==> src/logic/bcbm_pkg.sv <==
// bcbm_pkg: register map, field positions, reset values and codes
// for the bus cycle breakpoint matcher.
// assumes a 32-bit apb bus and 20-bit multiplexed processor bus lines.
package bcbm_pkg;
  // per breakpoint register word offsets, register n sits at n*stride
  localparam logic [7:0] BKPT_STRIDE = 8'h20;
  localparam logic [7:0] BKPT_WORD_MASK = 8'h1f;
  localparam int BKPT_SEL_BIT = 5;
  localparam logic [7:0] OFF_CTRL = 8'h00;
  localparam logic [7:0] OFF_ADDR_A = 8'h04;
  localparam logic [7:0] OFF_ADDR_B = 8'h08;
  localparam logic [7:0] OFF_PART_A = 8'h0c;
  localparam logic [7:0] OFF_PART_B = 8'h10;
  localparam logic [7:0] OFF_AMASK = 8'h14;
  localparam logic [7:0] OFF_DATA = 8'h18;
  // shared registers
  localparam logic [7:0] OFF_HALT_ENABLE_SETTING = 8'h40;
  localparam logic [7:0] OFF_STATUS = 8'h44;
  localparam logic [7:0] OFF_CMD = 8'h48;
  // control word fields
  localparam int F_EXEC = 0;
  localparam int F_ADDR_EN = 1;
  localparam int F_STAT_EN = 2;
  localparam int F_DATA_EN = 3;
  localparam int F_SEG_EN = 4;
  localparam int F_AMODE = 5;
  localparam int F_DMODE = 8;
  localparam int F_PART2 = 11;
  localparam int F_OBJ_WORD = 12;
  localparam int F_STAT_SEL = 16;
  localparam int F_SEG_SEL = 24;
  // range forms
  localparam logic [2:0] MODE_MASK = 3'h0;
  localparam logic [2:0] MODE_UP = 3'h1;
  localparam logic [2:0] MODE_DOWN = 3'h2;
  localparam logic [2:0] MODE_RANGE = 3'h3;
  localparam logic [2:0] MODE_OBJECT = 3'h4;
  // bus status pin codes
  localparam logic [2:0] BUS_ACK = 3'h0;
  localparam logic [2:0] BUS_IO_RD = 3'h1;
  localparam logic [2:0] BUS_IO_WR = 3'h2;
  localparam logic [2:0] BUS_HALT = 3'h3;
  localparam logic [2:0] BUS_FETCH = 3'h4;
  localparam logic [2:0] BUS_MEM_RD = 3'h5;
  localparam logic [2:0] BUS_MEM_WR = 3'h6;
  // halt enable setting, status and command bits
  localparam int H_EN0 = 0;
  localparam int H_EN1 = 1;
  localparam int H_AND = 2;
  localparam int S_RUN = 0;
  localparam int S_HALTING = 1;
  localparam int S_WARN = 2;
  localparam int S_ERR = 3;
  localparam int S_CFG_BAD = 4;
  localparam int S_MATCH0 = 8;
  localparam int C_GO = 0;
  localparam int C_ABORT = 1;
  // reset values: registers don't care and disabled, halt setting off
  localparam logic [31:0] RST_CTRL = 32'h0000_0000;
  localparam logic [31:0] RST_AMASK = 32'h000f_ffff;
  localparam logic [31:0] RST_DATA = 32'h00ff_0000;
  localparam logic [31:0] RST_WORD = 32'h0000_0000;
  localparam logic [16:0] WINDOW_BYTES = 17'h00400;
  typedef enum logic [2:0] {
    RUN_IDLE = 3'b001,
    RUN_GO = 3'b010,
    RUN_STOP = 3'b100
  } bcbm_run_type;
endpackage : bcbm_pkg

==> src/logic/bcbm_match_unit.sv <==
// bcbm_match_unit: one breakpoint register's compare logic.
// assumes synchronised bus inputs and one-cycle phase events.
`timescale 1ns/1ps
module bcbm_match_unit (
  input wire logic clock,
  input wire logic rst_n,
  input wire logic ce,
  input wire logic [31:0] ctrl,
  input wire logic [31:0] addr_a,
  input wire logic [31:0] addr_b,
  input wire logic [31:0] part_a,
  input wire logic [31:0] part_b,
  input wire logic [31:0] amask,
  input wire logic [31:0] data_cfg,
  input wire logic [19:0] s_ad,
  input wire logic [2:0] s_status,
  input wire logic [1:0] s_seg,
  input wire logic [19:0] s_exec_addr,
  input wire logic addr_ev,
  input wire logic data_ev,
  input wire logic exec_ev,
  output logic match,
  output logic diff_base,
  output logic over_window,
  output logic mixed
);
  function automatic logic [19:0] phys(input logic [15:0] b,
                                       input logic [15:0] d);
    return {b, 4'h0} + {4'h0, d};
  endfunction : phys

  logic exec, addr_en, stat_en, data_en, seg_en, part2, ranged;
  logic [2:0] amode, dmode;
  logic [15:0] lo1, hi1, lo2, hi2, lo_min, hi_max;
  logic [19:0] ref1, top1, ref2, top2, mask20;
  logic [16:0] span1, span_all;
  logic [7:0] d, dlo, dhi, dmask;
  logic [6:0] stat_sel, stat_now, stat_q;
  logic addr_hit, addr_q, data_hit, seg_hit, exec_hit;

  assign exec = ctrl[bcbm_pkg::F_EXEC];
  assign addr_en = ctrl[bcbm_pkg::F_ADDR_EN];
  assign stat_en = ctrl[bcbm_pkg::F_STAT_EN];
  assign data_en = ctrl[bcbm_pkg::F_DATA_EN];
  assign seg_en = ctrl[bcbm_pkg::F_SEG_EN];
  assign part2 = ctrl[bcbm_pkg::F_PART2];
  assign amode = ctrl[bcbm_pkg::F_AMODE +: 3];
  assign dmode = ctrl[bcbm_pkg::F_DMODE +: 3];
  assign stat_sel = ctrl[bcbm_pkg::F_STAT_SEL +: 7];
  assign ranged = (amode == bcbm_pkg::MODE_RANGE) ||
                  (amode == bcbm_pkg::MODE_OBJECT);
  assign lo1 = addr_a[15:0];
  // object partition: low address plus object size minus one
  assign hi1 = (amode == bcbm_pkg::MODE_OBJECT) ?
               lo1 + {15'h0000, ctrl[bcbm_pkg::F_OBJ_WORD]} :
               addr_b[15:0];
  assign lo2 = part_a[15:0];
  assign hi2 = part_b[15:0];
  assign ref1 = phys(addr_a[31:16], lo1);
  assign top1 = phys(addr_a[31:16], hi1);
  assign ref2 = phys(part_a[31:16], lo2);
  assign top2 = phys(part_a[31:16], hi2);
  assign mask20 = amask[19:0];
  assign lo_min = (part2 && lo2 < lo1) ? lo2 : lo1;
  assign hi_max = (part2 && hi2 > hi1) ? hi2 : hi1;
  assign span1 = {1'b0, hi1} - {1'b0, lo1};
  assign span_all = {1'b0, hi_max} - {1'b0, lo_min};
  // a wider partition must be split over both registers by software
  assign over_window = addr_en && ranged && !exec &&
    (span1 >= bcbm_pkg::WINDOW_BYTES ||
     span_all >= bcbm_pkg::WINDOW_BYTES);
  assign diff_base = addr_en && ranged && part2 && !exec &&
                     (part_a[31:16] != addr_a[31:16]);
  assign mixed = addr_en && (data_en || seg_en) && !exec;

  always_comb begin
    case (amode)
      bcbm_pkg::MODE_MASK: addr_hit = ((s_ad ^ ref1) & ~mask20) == 20'h00000;
      bcbm_pkg::MODE_UP: addr_hit = s_ad >= ref1;
      bcbm_pkg::MODE_DOWN: addr_hit = s_ad <= ref1;
      bcbm_pkg::MODE_RANGE, bcbm_pkg::MODE_OBJECT: addr_hit =
        (s_ad >= ref1 && s_ad <= top1) ||
        (part2 && s_ad >= ref2 && s_ad <= top2);
      default: addr_hit = 1'b0;
    endcase
  end

  // only the low byte carries data; upper reference bits are ignored
  assign d = s_ad[7:0];
  assign dlo = data_cfg[7:0];
  assign dhi = data_cfg[15:8];
  assign dmask = data_cfg[23:16];
  always_comb begin
    case (dmode)
      bcbm_pkg::MODE_MASK: data_hit = ((d ^ dlo) & ~dmask) == 8'h00;
      bcbm_pkg::MODE_UP: data_hit = d >= dlo;
      bcbm_pkg::MODE_DOWN: data_hit = d <= dlo;
      bcbm_pkg::MODE_RANGE: data_hit = d >= dlo && d <= dhi;
      default: data_hit = 1'b0;
    endcase
  end

  always_comb begin
    case (s_status)
      bcbm_pkg::BUS_MEM_RD: stat_now = 7'h01;
      bcbm_pkg::BUS_MEM_WR: stat_now = 7'h02;
      bcbm_pkg::BUS_IO_RD: stat_now = 7'h04;
      bcbm_pkg::BUS_IO_WR: stat_now = 7'h08;
      bcbm_pkg::BUS_FETCH: stat_now = 7'h10;
      bcbm_pkg::BUS_HALT: stat_now = 7'h20;
      bcbm_pkg::BUS_ACK: stat_now = 7'h40;
      default: stat_now = 7'h00;
    endcase
  end

  assign seg_hit = s_seg == ctrl[bcbm_pkg::F_SEG_SEL +: 2];
  assign exec_hit = ((s_exec_addr ^ ref1) & ~mask20) == 20'h00000;

  // address and status are held from address time to data time
  always_ff @(posedge clock or negedge rst_n) begin
    if (!rst_n) begin
      addr_q <= 1'b0;
      stat_q <= 7'h00;
    end else if (ce && addr_ev) begin
      addr_q <= addr_hit;
      stat_q <= stat_now;
    end
  end

  always_ff @(posedge clock or negedge rst_n) begin
    if (!rst_n) begin
      match <= 1'b0;
    end else if (ce) begin
      if (exec) begin
        match <= exec_ev && exec_hit;
      end else begin
        match <= data_ev && (addr_en || stat_en || data_en || seg_en) &&
          (!addr_en || addr_q) && (!stat_en || |(stat_q & stat_sel)) &&
          (!data_en || data_hit) && (!seg_en || seg_hit);
      end
    end
  end
endmodule : bcbm_match_unit

==> src/logic/bcbm_top.sv <==
// bcbm_top: breakpoint matcher with two breakpoint registers on apb.
// assumes processor bus pins are asynchronous and phase strobes are
// levels lasting at least two clocks; apb master on this clock.
//
// How it works
// - match when every enabled field agrees
// - upward range matches addresses at or above
// - downward range matches addresses at or below
// - masked digits match any value
// - partition over 1K needs both registers
// - object partition spans byte or word size
// - status matches any selected type, order-free
// - five read/write/fetch cycle types selectable
// - halt and interrupt acknowledge also selectable
// - data compares low eight bits at data time
// - data ranges allow all forms except object
// - segment usage compared at data time
// - address at address time, data later
// - illegal and warns on load, blocks launch
// - address with data needs both registers
// - differing partition bases are rejected
// - launch enables registers, contents untouched
// - execution match on queue byte leaving
// - no halt factors selected: only abort halts
//
// The APB register port and the register offsets are this design's own decisions.
`timescale 1ns/1ps
module bcbm_top (
  input wire logic clock,
  input wire logic rst_n,
  input wire logic ce,
  input wire logic psel,
  input wire logic penable,
  input wire logic pwrite,
  input wire logic [7:0] paddr,
  input wire logic [31:0] pwdata,
  output logic [31:0] prdata,
  output logic pready,
  output logic pslverr,
  input wire logic [19:0] bus_ad,
  input wire logic [2:0] bus_status,
  input wire logic [1:0] bus_seg,
  input wire logic addr_time,
  input wire logic data_time,
  input wire logic [19:0] exec_addr,
  input wire logic exec_strobe,
  input wire logic instr_done,
  output logic halt_request,
  output logic emu_running
);
  logic [48:0] pin_raw, sync_a, sync_b;
  logic [3:0] strobe_prev, strobe_rise;
  logic [19:0] s_ad, s_exec_addr;
  logic [2:0] s_status;
  logic [1:0] s_seg;
  logic commit, wr_commit, is_bkpt, is_cfg_addr, go_cmd, abort_cmd;
  logic [7:0] word;
  logic [31:0] bkpt_ctrl [0:1];
  logic [31:0] bkpt_addr_a [0:1];
  logic [31:0] bkpt_addr_b [0:1];
  logic [31:0] bkpt_part_a [0:1];
  logic [31:0] bkpt_part_b [0:1];
  logic [31:0] bkpt_amask [0:1];
  logic [31:0] bkpt_data [0:1];
  logic [2:0] halt_enable_setting;
  logic [1:0] m_hit, exec_k, addr_k, dtime_k, diff_base, over_win, mixed;
  logic [1:0] match_seen;
  logic illegal_and, cfg_bad, hit, load_seen, warn, err, stat_clr;
  logic [31:0] rd_value;
  logic rd_ok;
  bcbm_pkg::bcbm_run_type run_state, next_run_state;

  // every pin goes through two flops; strobes are edge detected after
  assign pin_raw = {bus_ad, bus_status, bus_seg, exec_addr,
                    addr_time, data_time, exec_strobe, instr_done};
  always_ff @(posedge clock or negedge rst_n) begin
    if (!rst_n) begin
      sync_a <= '0;
      sync_b <= '0;
      strobe_prev <= 4'h0;
    end else if (ce) begin
      sync_a <= pin_raw;
      sync_b <= sync_a;
      strobe_prev <= sync_b[3:0];
    end
  end
  assign s_ad = sync_b[48:29];
  assign s_status = sync_b[28:26];
  assign s_seg = sync_b[25:24];
  assign s_exec_addr = sync_b[23:4];
  assign strobe_rise = sync_b[3:0] & ~strobe_prev;

  // apb: pready is registered, so every transfer takes one wait state
  assign commit = psel && penable && pready;
  assign wr_commit = commit && pwrite;
  assign word = paddr & bcbm_pkg::BKPT_WORD_MASK;
  assign is_bkpt = paddr < bcbm_pkg::OFF_HALT_ENABLE_SETTING;
  assign is_cfg_addr = paddr <= bcbm_pkg::OFF_HALT_ENABLE_SETTING;
  assign go_cmd = wr_commit && paddr == bcbm_pkg::OFF_CMD &&
                  pwdata[bcbm_pkg::C_GO];
  assign abort_cmd = wr_commit && paddr == bcbm_pkg::OFF_CMD &&
                     pwdata[bcbm_pkg::C_ABORT];
  assign stat_clr = wr_commit && paddr == bcbm_pkg::OFF_STATUS;

  genvar gi;
  generate
    for (gi = 0; gi < 2; gi++) begin : g_bkpt
      logic sel;
      assign sel = ce && wr_commit && is_bkpt &&
                   paddr[bcbm_pkg::BKPT_SEL_BIT] == gi[0];
      always_ff @(posedge clock or negedge rst_n) begin
        if (!rst_n) begin
          bkpt_ctrl[gi] <= bcbm_pkg::RST_CTRL;
          bkpt_addr_a[gi] <= bcbm_pkg::RST_WORD;
          bkpt_addr_b[gi] <= bcbm_pkg::RST_WORD;
          bkpt_part_a[gi] <= bcbm_pkg::RST_WORD;
          bkpt_part_b[gi] <= bcbm_pkg::RST_WORD;
          bkpt_amask[gi] <= bcbm_pkg::RST_AMASK;
          bkpt_data[gi] <= bcbm_pkg::RST_DATA;
        end else if (sel) begin
          case (word)
            bcbm_pkg::OFF_CTRL: bkpt_ctrl[gi] <= pwdata;
            bcbm_pkg::OFF_ADDR_A: bkpt_addr_a[gi] <= pwdata;
            bcbm_pkg::OFF_ADDR_B: bkpt_addr_b[gi] <= {16'h0000, pwdata[15:0]};
            bcbm_pkg::OFF_PART_A: bkpt_part_a[gi] <= pwdata;
            bcbm_pkg::OFF_PART_B: bkpt_part_b[gi] <= {16'h0000, pwdata[15:0]};
            bcbm_pkg::OFF_AMASK: bkpt_amask[gi] <= {12'h000, pwdata[19:0]};
            bcbm_pkg::OFF_DATA: bkpt_data[gi] <= {8'h00, pwdata[23:0]};
            default: ;
          endcase
        end
      end
      bcbm_match_unit u_match (
        .clock(clock),
        .rst_n(rst_n),
        .ce(ce),
        .ctrl(bkpt_ctrl[gi]),
        .addr_a(bkpt_addr_a[gi]),
        .addr_b(bkpt_addr_b[gi]),
        .part_a(bkpt_part_a[gi]),
        .part_b(bkpt_part_b[gi]),
        .amask(bkpt_amask[gi]),
        .data_cfg(bkpt_data[gi]),
        .s_ad(s_ad),
        .s_status(s_status),
        .s_seg(s_seg),
        .s_exec_addr(s_exec_addr),
        .addr_ev(strobe_rise[3]),
        .data_ev(strobe_rise[2]),
        .exec_ev(strobe_rise[1]),
        .match(m_hit[gi]),
        .diff_base(diff_base[gi]),
        .over_window(over_win[gi]),
        .mixed(mixed[gi])
      );
      assign exec_k[gi] = bkpt_ctrl[gi][bcbm_pkg::F_EXEC];
      assign addr_k[gi] = bkpt_ctrl[gi][bcbm_pkg::F_ADDR_EN] && !exec_k[gi];
      assign dtime_k[gi] = (bkpt_ctrl[gi][bcbm_pkg::F_DATA_EN] ||
        bkpt_ctrl[gi][bcbm_pkg::F_SEG_EN]) && !exec_k[gi];
    end
  endgenerate

  // writing the halt setting never touches breakpoint contents
  always_ff @(posedge clock or negedge rst_n) begin
    if (!rst_n) begin
      halt_enable_setting <= 3'h0;
    end else if (ce && wr_commit &&
                 paddr == bcbm_pkg::OFF_HALT_ENABLE_SETTING) begin
      halt_enable_setting <= pwdata[2:0];
    end
  end

  assign illegal_and = halt_enable_setting[bcbm_pkg::H_AND] &&
    (|exec_k || (dtime_k[0] && addr_k[1]));
  assign cfg_bad = illegal_and || |diff_base || |over_win ||
                   |mixed;

  // and needs both registers enabled, else the enabled ones are ored
  always_comb begin
    if (halt_enable_setting[bcbm_pkg::H_AND] &&
        halt_enable_setting[bcbm_pkg::H_EN0] &&
        halt_enable_setting[bcbm_pkg::H_EN1]) begin
      hit = m_hit[0] && m_hit[1];
    end else begin
      hit = (halt_enable_setting[bcbm_pkg::H_EN0] && m_hit[0]) ||
            (halt_enable_setting[bcbm_pkg::H_EN1] && m_hit[1]);
    end
  end

  // load check runs one cycle after the write, on the stored values
  always_ff @(posedge clock or negedge rst_n) begin
    if (!rst_n) begin
      load_seen <= 1'b0;
      warn <= 1'b0;
      err <= 1'b0;
    end else if (ce) begin
      load_seen <= wr_commit && is_cfg_addr;
      warn <= (load_seen && cfg_bad) ||
        (warn && !(stat_clr && pwdata[bcbm_pkg::S_WARN]));
      err <= (go_cmd && cfg_bad) ||
        (err && !(stat_clr && pwdata[bcbm_pkg::S_ERR]));
    end
  end

  always_ff @(posedge clock or negedge rst_n) begin
    if (!rst_n) begin
      match_seen <= 2'h0;
    end else if (ce) begin
      match_seen <= m_hit | (go_cmd ? 2'h0 : match_seen);
    end
  end

  always_comb begin
    next_run_state = run_state;
    case (run_state)
      bcbm_pkg::RUN_IDLE: if (go_cmd && !cfg_bad) begin
        next_run_state = bcbm_pkg::RUN_GO;
      end
      bcbm_pkg::RUN_GO: if (abort_cmd || hit) begin
        next_run_state = bcbm_pkg::RUN_STOP;
      end
      bcbm_pkg::RUN_STOP: if (strobe_rise[0]) begin
        next_run_state = bcbm_pkg::RUN_IDLE;
      end
      default: next_run_state = bcbm_pkg::RUN_IDLE;
    endcase
  end

  always_ff @(posedge clock or negedge rst_n) begin
    if (!rst_n) begin
      run_state <= bcbm_pkg::RUN_IDLE;
      halt_request <= 1'b0;
      emu_running <= 1'b0;
    end else if (ce) begin
      run_state <= next_run_state;
      halt_request <= next_run_state == bcbm_pkg::RUN_STOP;
      emu_running <= next_run_state != bcbm_pkg::RUN_IDLE;
    end
  end

  always_comb begin
    rd_value = 32'h0000_0000;
    rd_ok = paddr[1:0] == 2'h0;
    if (is_bkpt) begin
      case (word)
        bcbm_pkg::OFF_CTRL: rd_value = bkpt_ctrl[paddr[5]];
        bcbm_pkg::OFF_ADDR_A: rd_value = bkpt_addr_a[paddr[5]];
        bcbm_pkg::OFF_ADDR_B: rd_value = bkpt_addr_b[paddr[5]];
        bcbm_pkg::OFF_PART_A: rd_value = bkpt_part_a[paddr[5]];
        bcbm_pkg::OFF_PART_B: rd_value = bkpt_part_b[paddr[5]];
        bcbm_pkg::OFF_AMASK: rd_value = bkpt_amask[paddr[5]];
        bcbm_pkg::OFF_DATA: rd_value = bkpt_data[paddr[5]];
        default: rd_ok = 1'b0;
      endcase
    end else begin
      case (paddr)
        bcbm_pkg::OFF_HALT_ENABLE_SETTING:
          rd_value = {29'h0000_0000, halt_enable_setting};
        bcbm_pkg::OFF_STATUS: begin
          rd_value[bcbm_pkg::S_RUN] = run_state == bcbm_pkg::RUN_GO;
          rd_value[bcbm_pkg::S_HALTING] = run_state == bcbm_pkg::RUN_STOP;
          rd_value[bcbm_pkg::S_WARN] = warn;
          rd_value[bcbm_pkg::S_ERR] = err;
          rd_value[bcbm_pkg::S_CFG_BAD] = cfg_bad;
          rd_value[bcbm_pkg::S_MATCH0 +: 2] = match_seen;
        end
        bcbm_pkg::OFF_CMD: rd_value = 32'h0000_0000;
        default: rd_ok = 1'b0;
      endcase
    end
  end

  always_ff @(posedge clock or negedge rst_n) begin
    if (!rst_n) begin
      pready <= 1'b0;
      prdata <= 32'h0000_0000;
      pslverr <= 1'b0;
    end else if (ce) begin
      pready <= psel && penable && !pready;
      if (psel && penable && !pready) begin
        prdata <= pwrite ? 32'h0000_0000 : rd_value;
        pslverr <= !rd_ok;
      end
    end
  end
endmodule : bcbm_top

==> config.mk <==
export PLATFORM = sky130hd
export DESIGN_NAME = bcbm_top
export DESIGN_NICKNAME = d
export VERILOG_FILES = /design/src/logic/bcbm_pkg.sv /design/src/logic/bcbm_match_unit.sv /design/src/logic/bcbm_top.sv
export SDC_FILE = /design/constraint.sdc
export NUM_CORES = 2
export LEC_CHECK = 0
export BUFFER_PORTS_ARGS = -buffer_cell sky130_fd_sc_hd__buf_2
export CAP_MARGIN = 15
export CORE_ASPECT_RATIO = 0.5
export CORE_MARGIN = 5
export CORE_UTILIZATION = 55
export DETAILED_ROUTE_END_ITERATION = 6
export GPL_TIMING_DRIVEN = 0
export PLACE_DENSITY = 0.75
export SLEW_MARGIN = 20
export SYNTH_ARGS = -nofsm -noshare
export SYNTH_HDL_FRONTEND = slang
export SYNTH_SLANG_ARGS = --single-unit
==> constraint.sdc <==
create_clock -name clock -period 5.49 [get_ports clock]
set_input_delay 1.098 -clock clock [delete_from_list [all_inputs] [get_ports clock]]
set_output_delay 1.098 -clock clock [all_outputs]
set_load 0.02 [all_outputs]
==> results.txt <==
Syn avg cell area: 10.03 um^2
Clk sinks: 504
Pre-Repair DR Iteration Count: 6
Comb pwr share: 14.2%
Register bit total from synthesis: 504
Final worst slack: -579.0 ps
Hpwl dp: 117.2 mm
Die Ht: 194.8 um
Gr usage total: 39.43%
CP top delay family: compound AO/OA/AOI/OAI gates
Die area: 0.07397 mm^2
Multi-input logic area: 0.02437 mm^2
Clock buffer depth: 3
Status: complete, but fails checks
Internal power: 6.407 mW
Commonest cells in the netlist: dfrtp_1, mux2_2, ha_1
Fmax: 0.1648 GHz
Clk_lat worst skew: 640 ps
Post-route clock period utilization: 110.5%
Hold Vio Cnt, Final: 0
Starting density of the core: 55.82%
Layout Skew: 43.89 ps
Iter 0 DRT Violations: 4588
Filler cells: 5358
Worst r2r src: bkpt_ctrl[6]
CTS Hold Bufs: 0
CP Capture Type: flop
Worst Max-Slew Pin Slew: 1267 ps
Share of post-route cells with drive strength above 1: 24.52%
Cell row count: 67
Final RePlAce weighted congestion: 1.052
WL final: 151.1 mm
Post-route minimum period: 6069 ps
Non-Filler Instances: 4931
Worst setup path startpoint: bkpt_ctrl[6]
Flip-flop and latch area: 0.01271 mm^2
RSZ-0062 raised after global routing: yes
Die W: 379.7 um
Asr flop ratio synth: 100.0%
Synthesis-to-layout area growth: 13.20%
Cells after Synth: 3748
Initial antenna violation count: 3
CP startpoint kind: flop
Yosys warns: 0
Clk pin slew, worst setup/hold paths: 70 ps
Max-slew violation count: 0
Hold crit path type: input pin to async pin
H-tree depth: 2
ANT nets after route: 0
Clock power frac: 40.1%
Sequential-to-total area share from yosys stat: 33.75%
Nets: 4522
Root cell of the clock tree: clkbuf_16
Via density per instance: 6.930
Slowest library cell on the worst path: nand4_1
Grt ovf: 0
Critical path cell sequence: nor3b_4, clkbuf_8, buf_6, nor2_1, a21oi_2, inv_1, ha_1, a21o_1, a2111oi_4, o211ai_1, o311ai_4, clkbuf_8, mux2_2, ha_1, a211o_1, a21oi_2, o22ai_1, a22oi_1, o2111ai_1, nor4_1, nand4_1, a211oi_4, buf_6, a22o_1
Psw: 2.772 mW
Synth unique cells: 93
Power per cell area: 215.8 mW/mm^2
Dpl cells: 4774
First-pass GRT wire length: 217.0 mm
Number of buffers added on ports: 123
Worst EP arrival: 6630 ps
DR DRC count: 0
Cell accounting for the most synthesized area: dfrtp_1
Top post-synthesis cells by area: dfrtp_1, ha_1, mux2_2, dfstp_2, mux2i_1
Sequential share of power: 45.7%
Core area: 0.06732 mm^2
CP Buf/Inv Count: 5
Hold slack: 380.0 ps
Top_reg_cell synth: dfrtp_1
Synth Net Count: 4281
Critical path peak fanout: 9
CTS tree: yes
Netlist Area Pre-Place: 0.03758 mm^2
Endpoints failing setup: 7
Leak: 19.79 nW
Crit Path Class: flop to flop
Vias: 34170
Rel. slew slack: 15.24%
Max-Cap Viols: 0
Most frequent cell after synthesis: dfrtp_1
Maximum vdd drop: 0.2576 mV
Number of global-route vias before repair: 33230
Post-synth EDFFs: 0
Net Sw Frac: 30.20%
I/O pin total: 131
Synth top area share: 29.77%
CP required: 6050 ps
Avg WL per Cell: 30.65 um
Violated checks: setup timing
Max stage delay on crit path: 490 ps
Largest net degree at the start of global routing: 99
Inserted Clock Buffers: 49
[cell usage in the layout, fill, tap and decap left out, types with 30 or more instances in the layout]
cell / instances
a21o_1: 95
a21oi_1: 183
a221oi_1: 30
buf_1: 31
buf_2: 139
buf_4: 61
clkbuf_1: 100
clkbuf_16: 49
dfrtp_1: 426
dfstp_2: 57
ha_1: 409
inv_1: 169
mux2_2: 436
mux2i_1: 111
nand2_1: 215
nand2b_1: 38
nand3_1: 66
nand4_1: 70
nor2_1: 173
nor2b_1: 40
o21ai_0: 193
o22ai_1: 53
xnor2_1: 116
xor2_1: 92
[power by group through the flow]
stage	logic (mW)	registers (mW)	clock network, mW
floorplan	0.778	4.02	0
global placement	1.18	4.22	0
detailed placement	1.24	4.22	0
CTS	1.26	4.15	3.64
global route	1.42	4.19	3.81
finish	1.30	4.19	3.68
[state kept, by name, summed over array words and instances, names as in the netlist, 2 cells and up]
register	cells
bkpt_addr_a	64
bkpt_ctrl	64
bkpt_part_a	64
sync_a	49
sync_b	49
bkpt_data	48
bkpt_amask	40
bkpt_addr_b	32
bkpt_part_b	32
prdata	32
g_bkpt.u_match.stat_q	7
strobe_prev	4
halt_enable_setting	3
run_state	3
g_bkpt.u_match.addr_q	2
g_bkpt.u_match.match	2
match_seen	2
[cell type report]
type | instances | area share (%)
tap | 897 | 2.639
inverter | 181 | 1.624
clock buffer | 65 | 3.189
buffer | 151 | 1.565
clock inverter | 26 | 0.7972
antenna | 5 | 0.02942
multi-input combinational | 2909 | 57.30
sequential | 504 | 29.88
timing repair buffer | 193 | 2.977
[stage by stage]
| stage | TNS (ps) | utilization, % | area [um^2] | setup WS [ps] | power (mW) |
|---|---|---|---|---|---|
| 3_3_place_gp | -3167190 | 58.54 | 39400 | -7581 | 5.402 |
| 5_1_grt | -4723 | 63.17 | 42530 | -782.6 | 9.418 |
| 2_1_floorplan | 0 | - | 37670 | 1.107 | 4.802 |
| 4_1_cts | -2399 | 62.82 | 42290 | -446.7 | 9.056 |
| 3_5_place_dp | -14090 | 58.78 | 39570 | -1930 | 5.462 |
| 6_report | -3265 | 63.19 | 42540 | -579.0 | 9.179 |
[routing by layer]
| metal | routed length [um] | vias up | share of wire [%] | global-route usage [%] |
|---|---|---|---|---|
| li1 | - | 14450 | - | - |
| met1 | 56900 | 16700 | 38 | 50.27 |
| met2 | 60490 | 2436 | 40 | 56.59 |
| met3 | 23730 | 582 | 16 | 17.31 |
| met4 | 9986 | 2 | 6.6 | 20.71 |
| met5 | 11 | - | 0.0073 | 0 |
[worst register-to-register path, delay by kind of cell, from the launching register on]
family	cells	cell delay [ps]
compound gates	12	2700
fa+ha+maj	2	580
simple gates	4	1090
buf+inv	5	820
mux	1	330
flops	1	470
[logic make-up after synthesis]
| family | after synthesis | share of synthesized area, % |
|---|---|---|
| XOR/XNOR | 214 | 5.028 |
| multiplexers | 558 | 16.47 |
| AND/OR/NAND/NOR | 789 | 10.47 |
| adder cells (fa/ha/maj) | 438 | 14.82 |
| AO/OA/AOI/OAI | 910 | 16.01 |
| flip-flops | 504 | 33.75 |
| buffers and inverters | 335 | 3.450 |
[repair_timing]
item,CTS,global route
setup buffers,54,10
gates resized for setup,153,38
endpoints found under the setup margin,8,8
pin swaps,61,39
[path summary, 6_finish.rpt]
check	endpoint	depth (start not counted)	slack, ps
max reg2reg	run_state[1]	24	-580
min in group clock	prdata[10]	2	480
max in group asynchronous	bkpt_addr_a[35]	4	3320
max	run_state[1]	24	-580
min reg2reg	prdata[10]	2	480
min	sync_a[0]	1	380
Power figures use the tool's default switching activity.
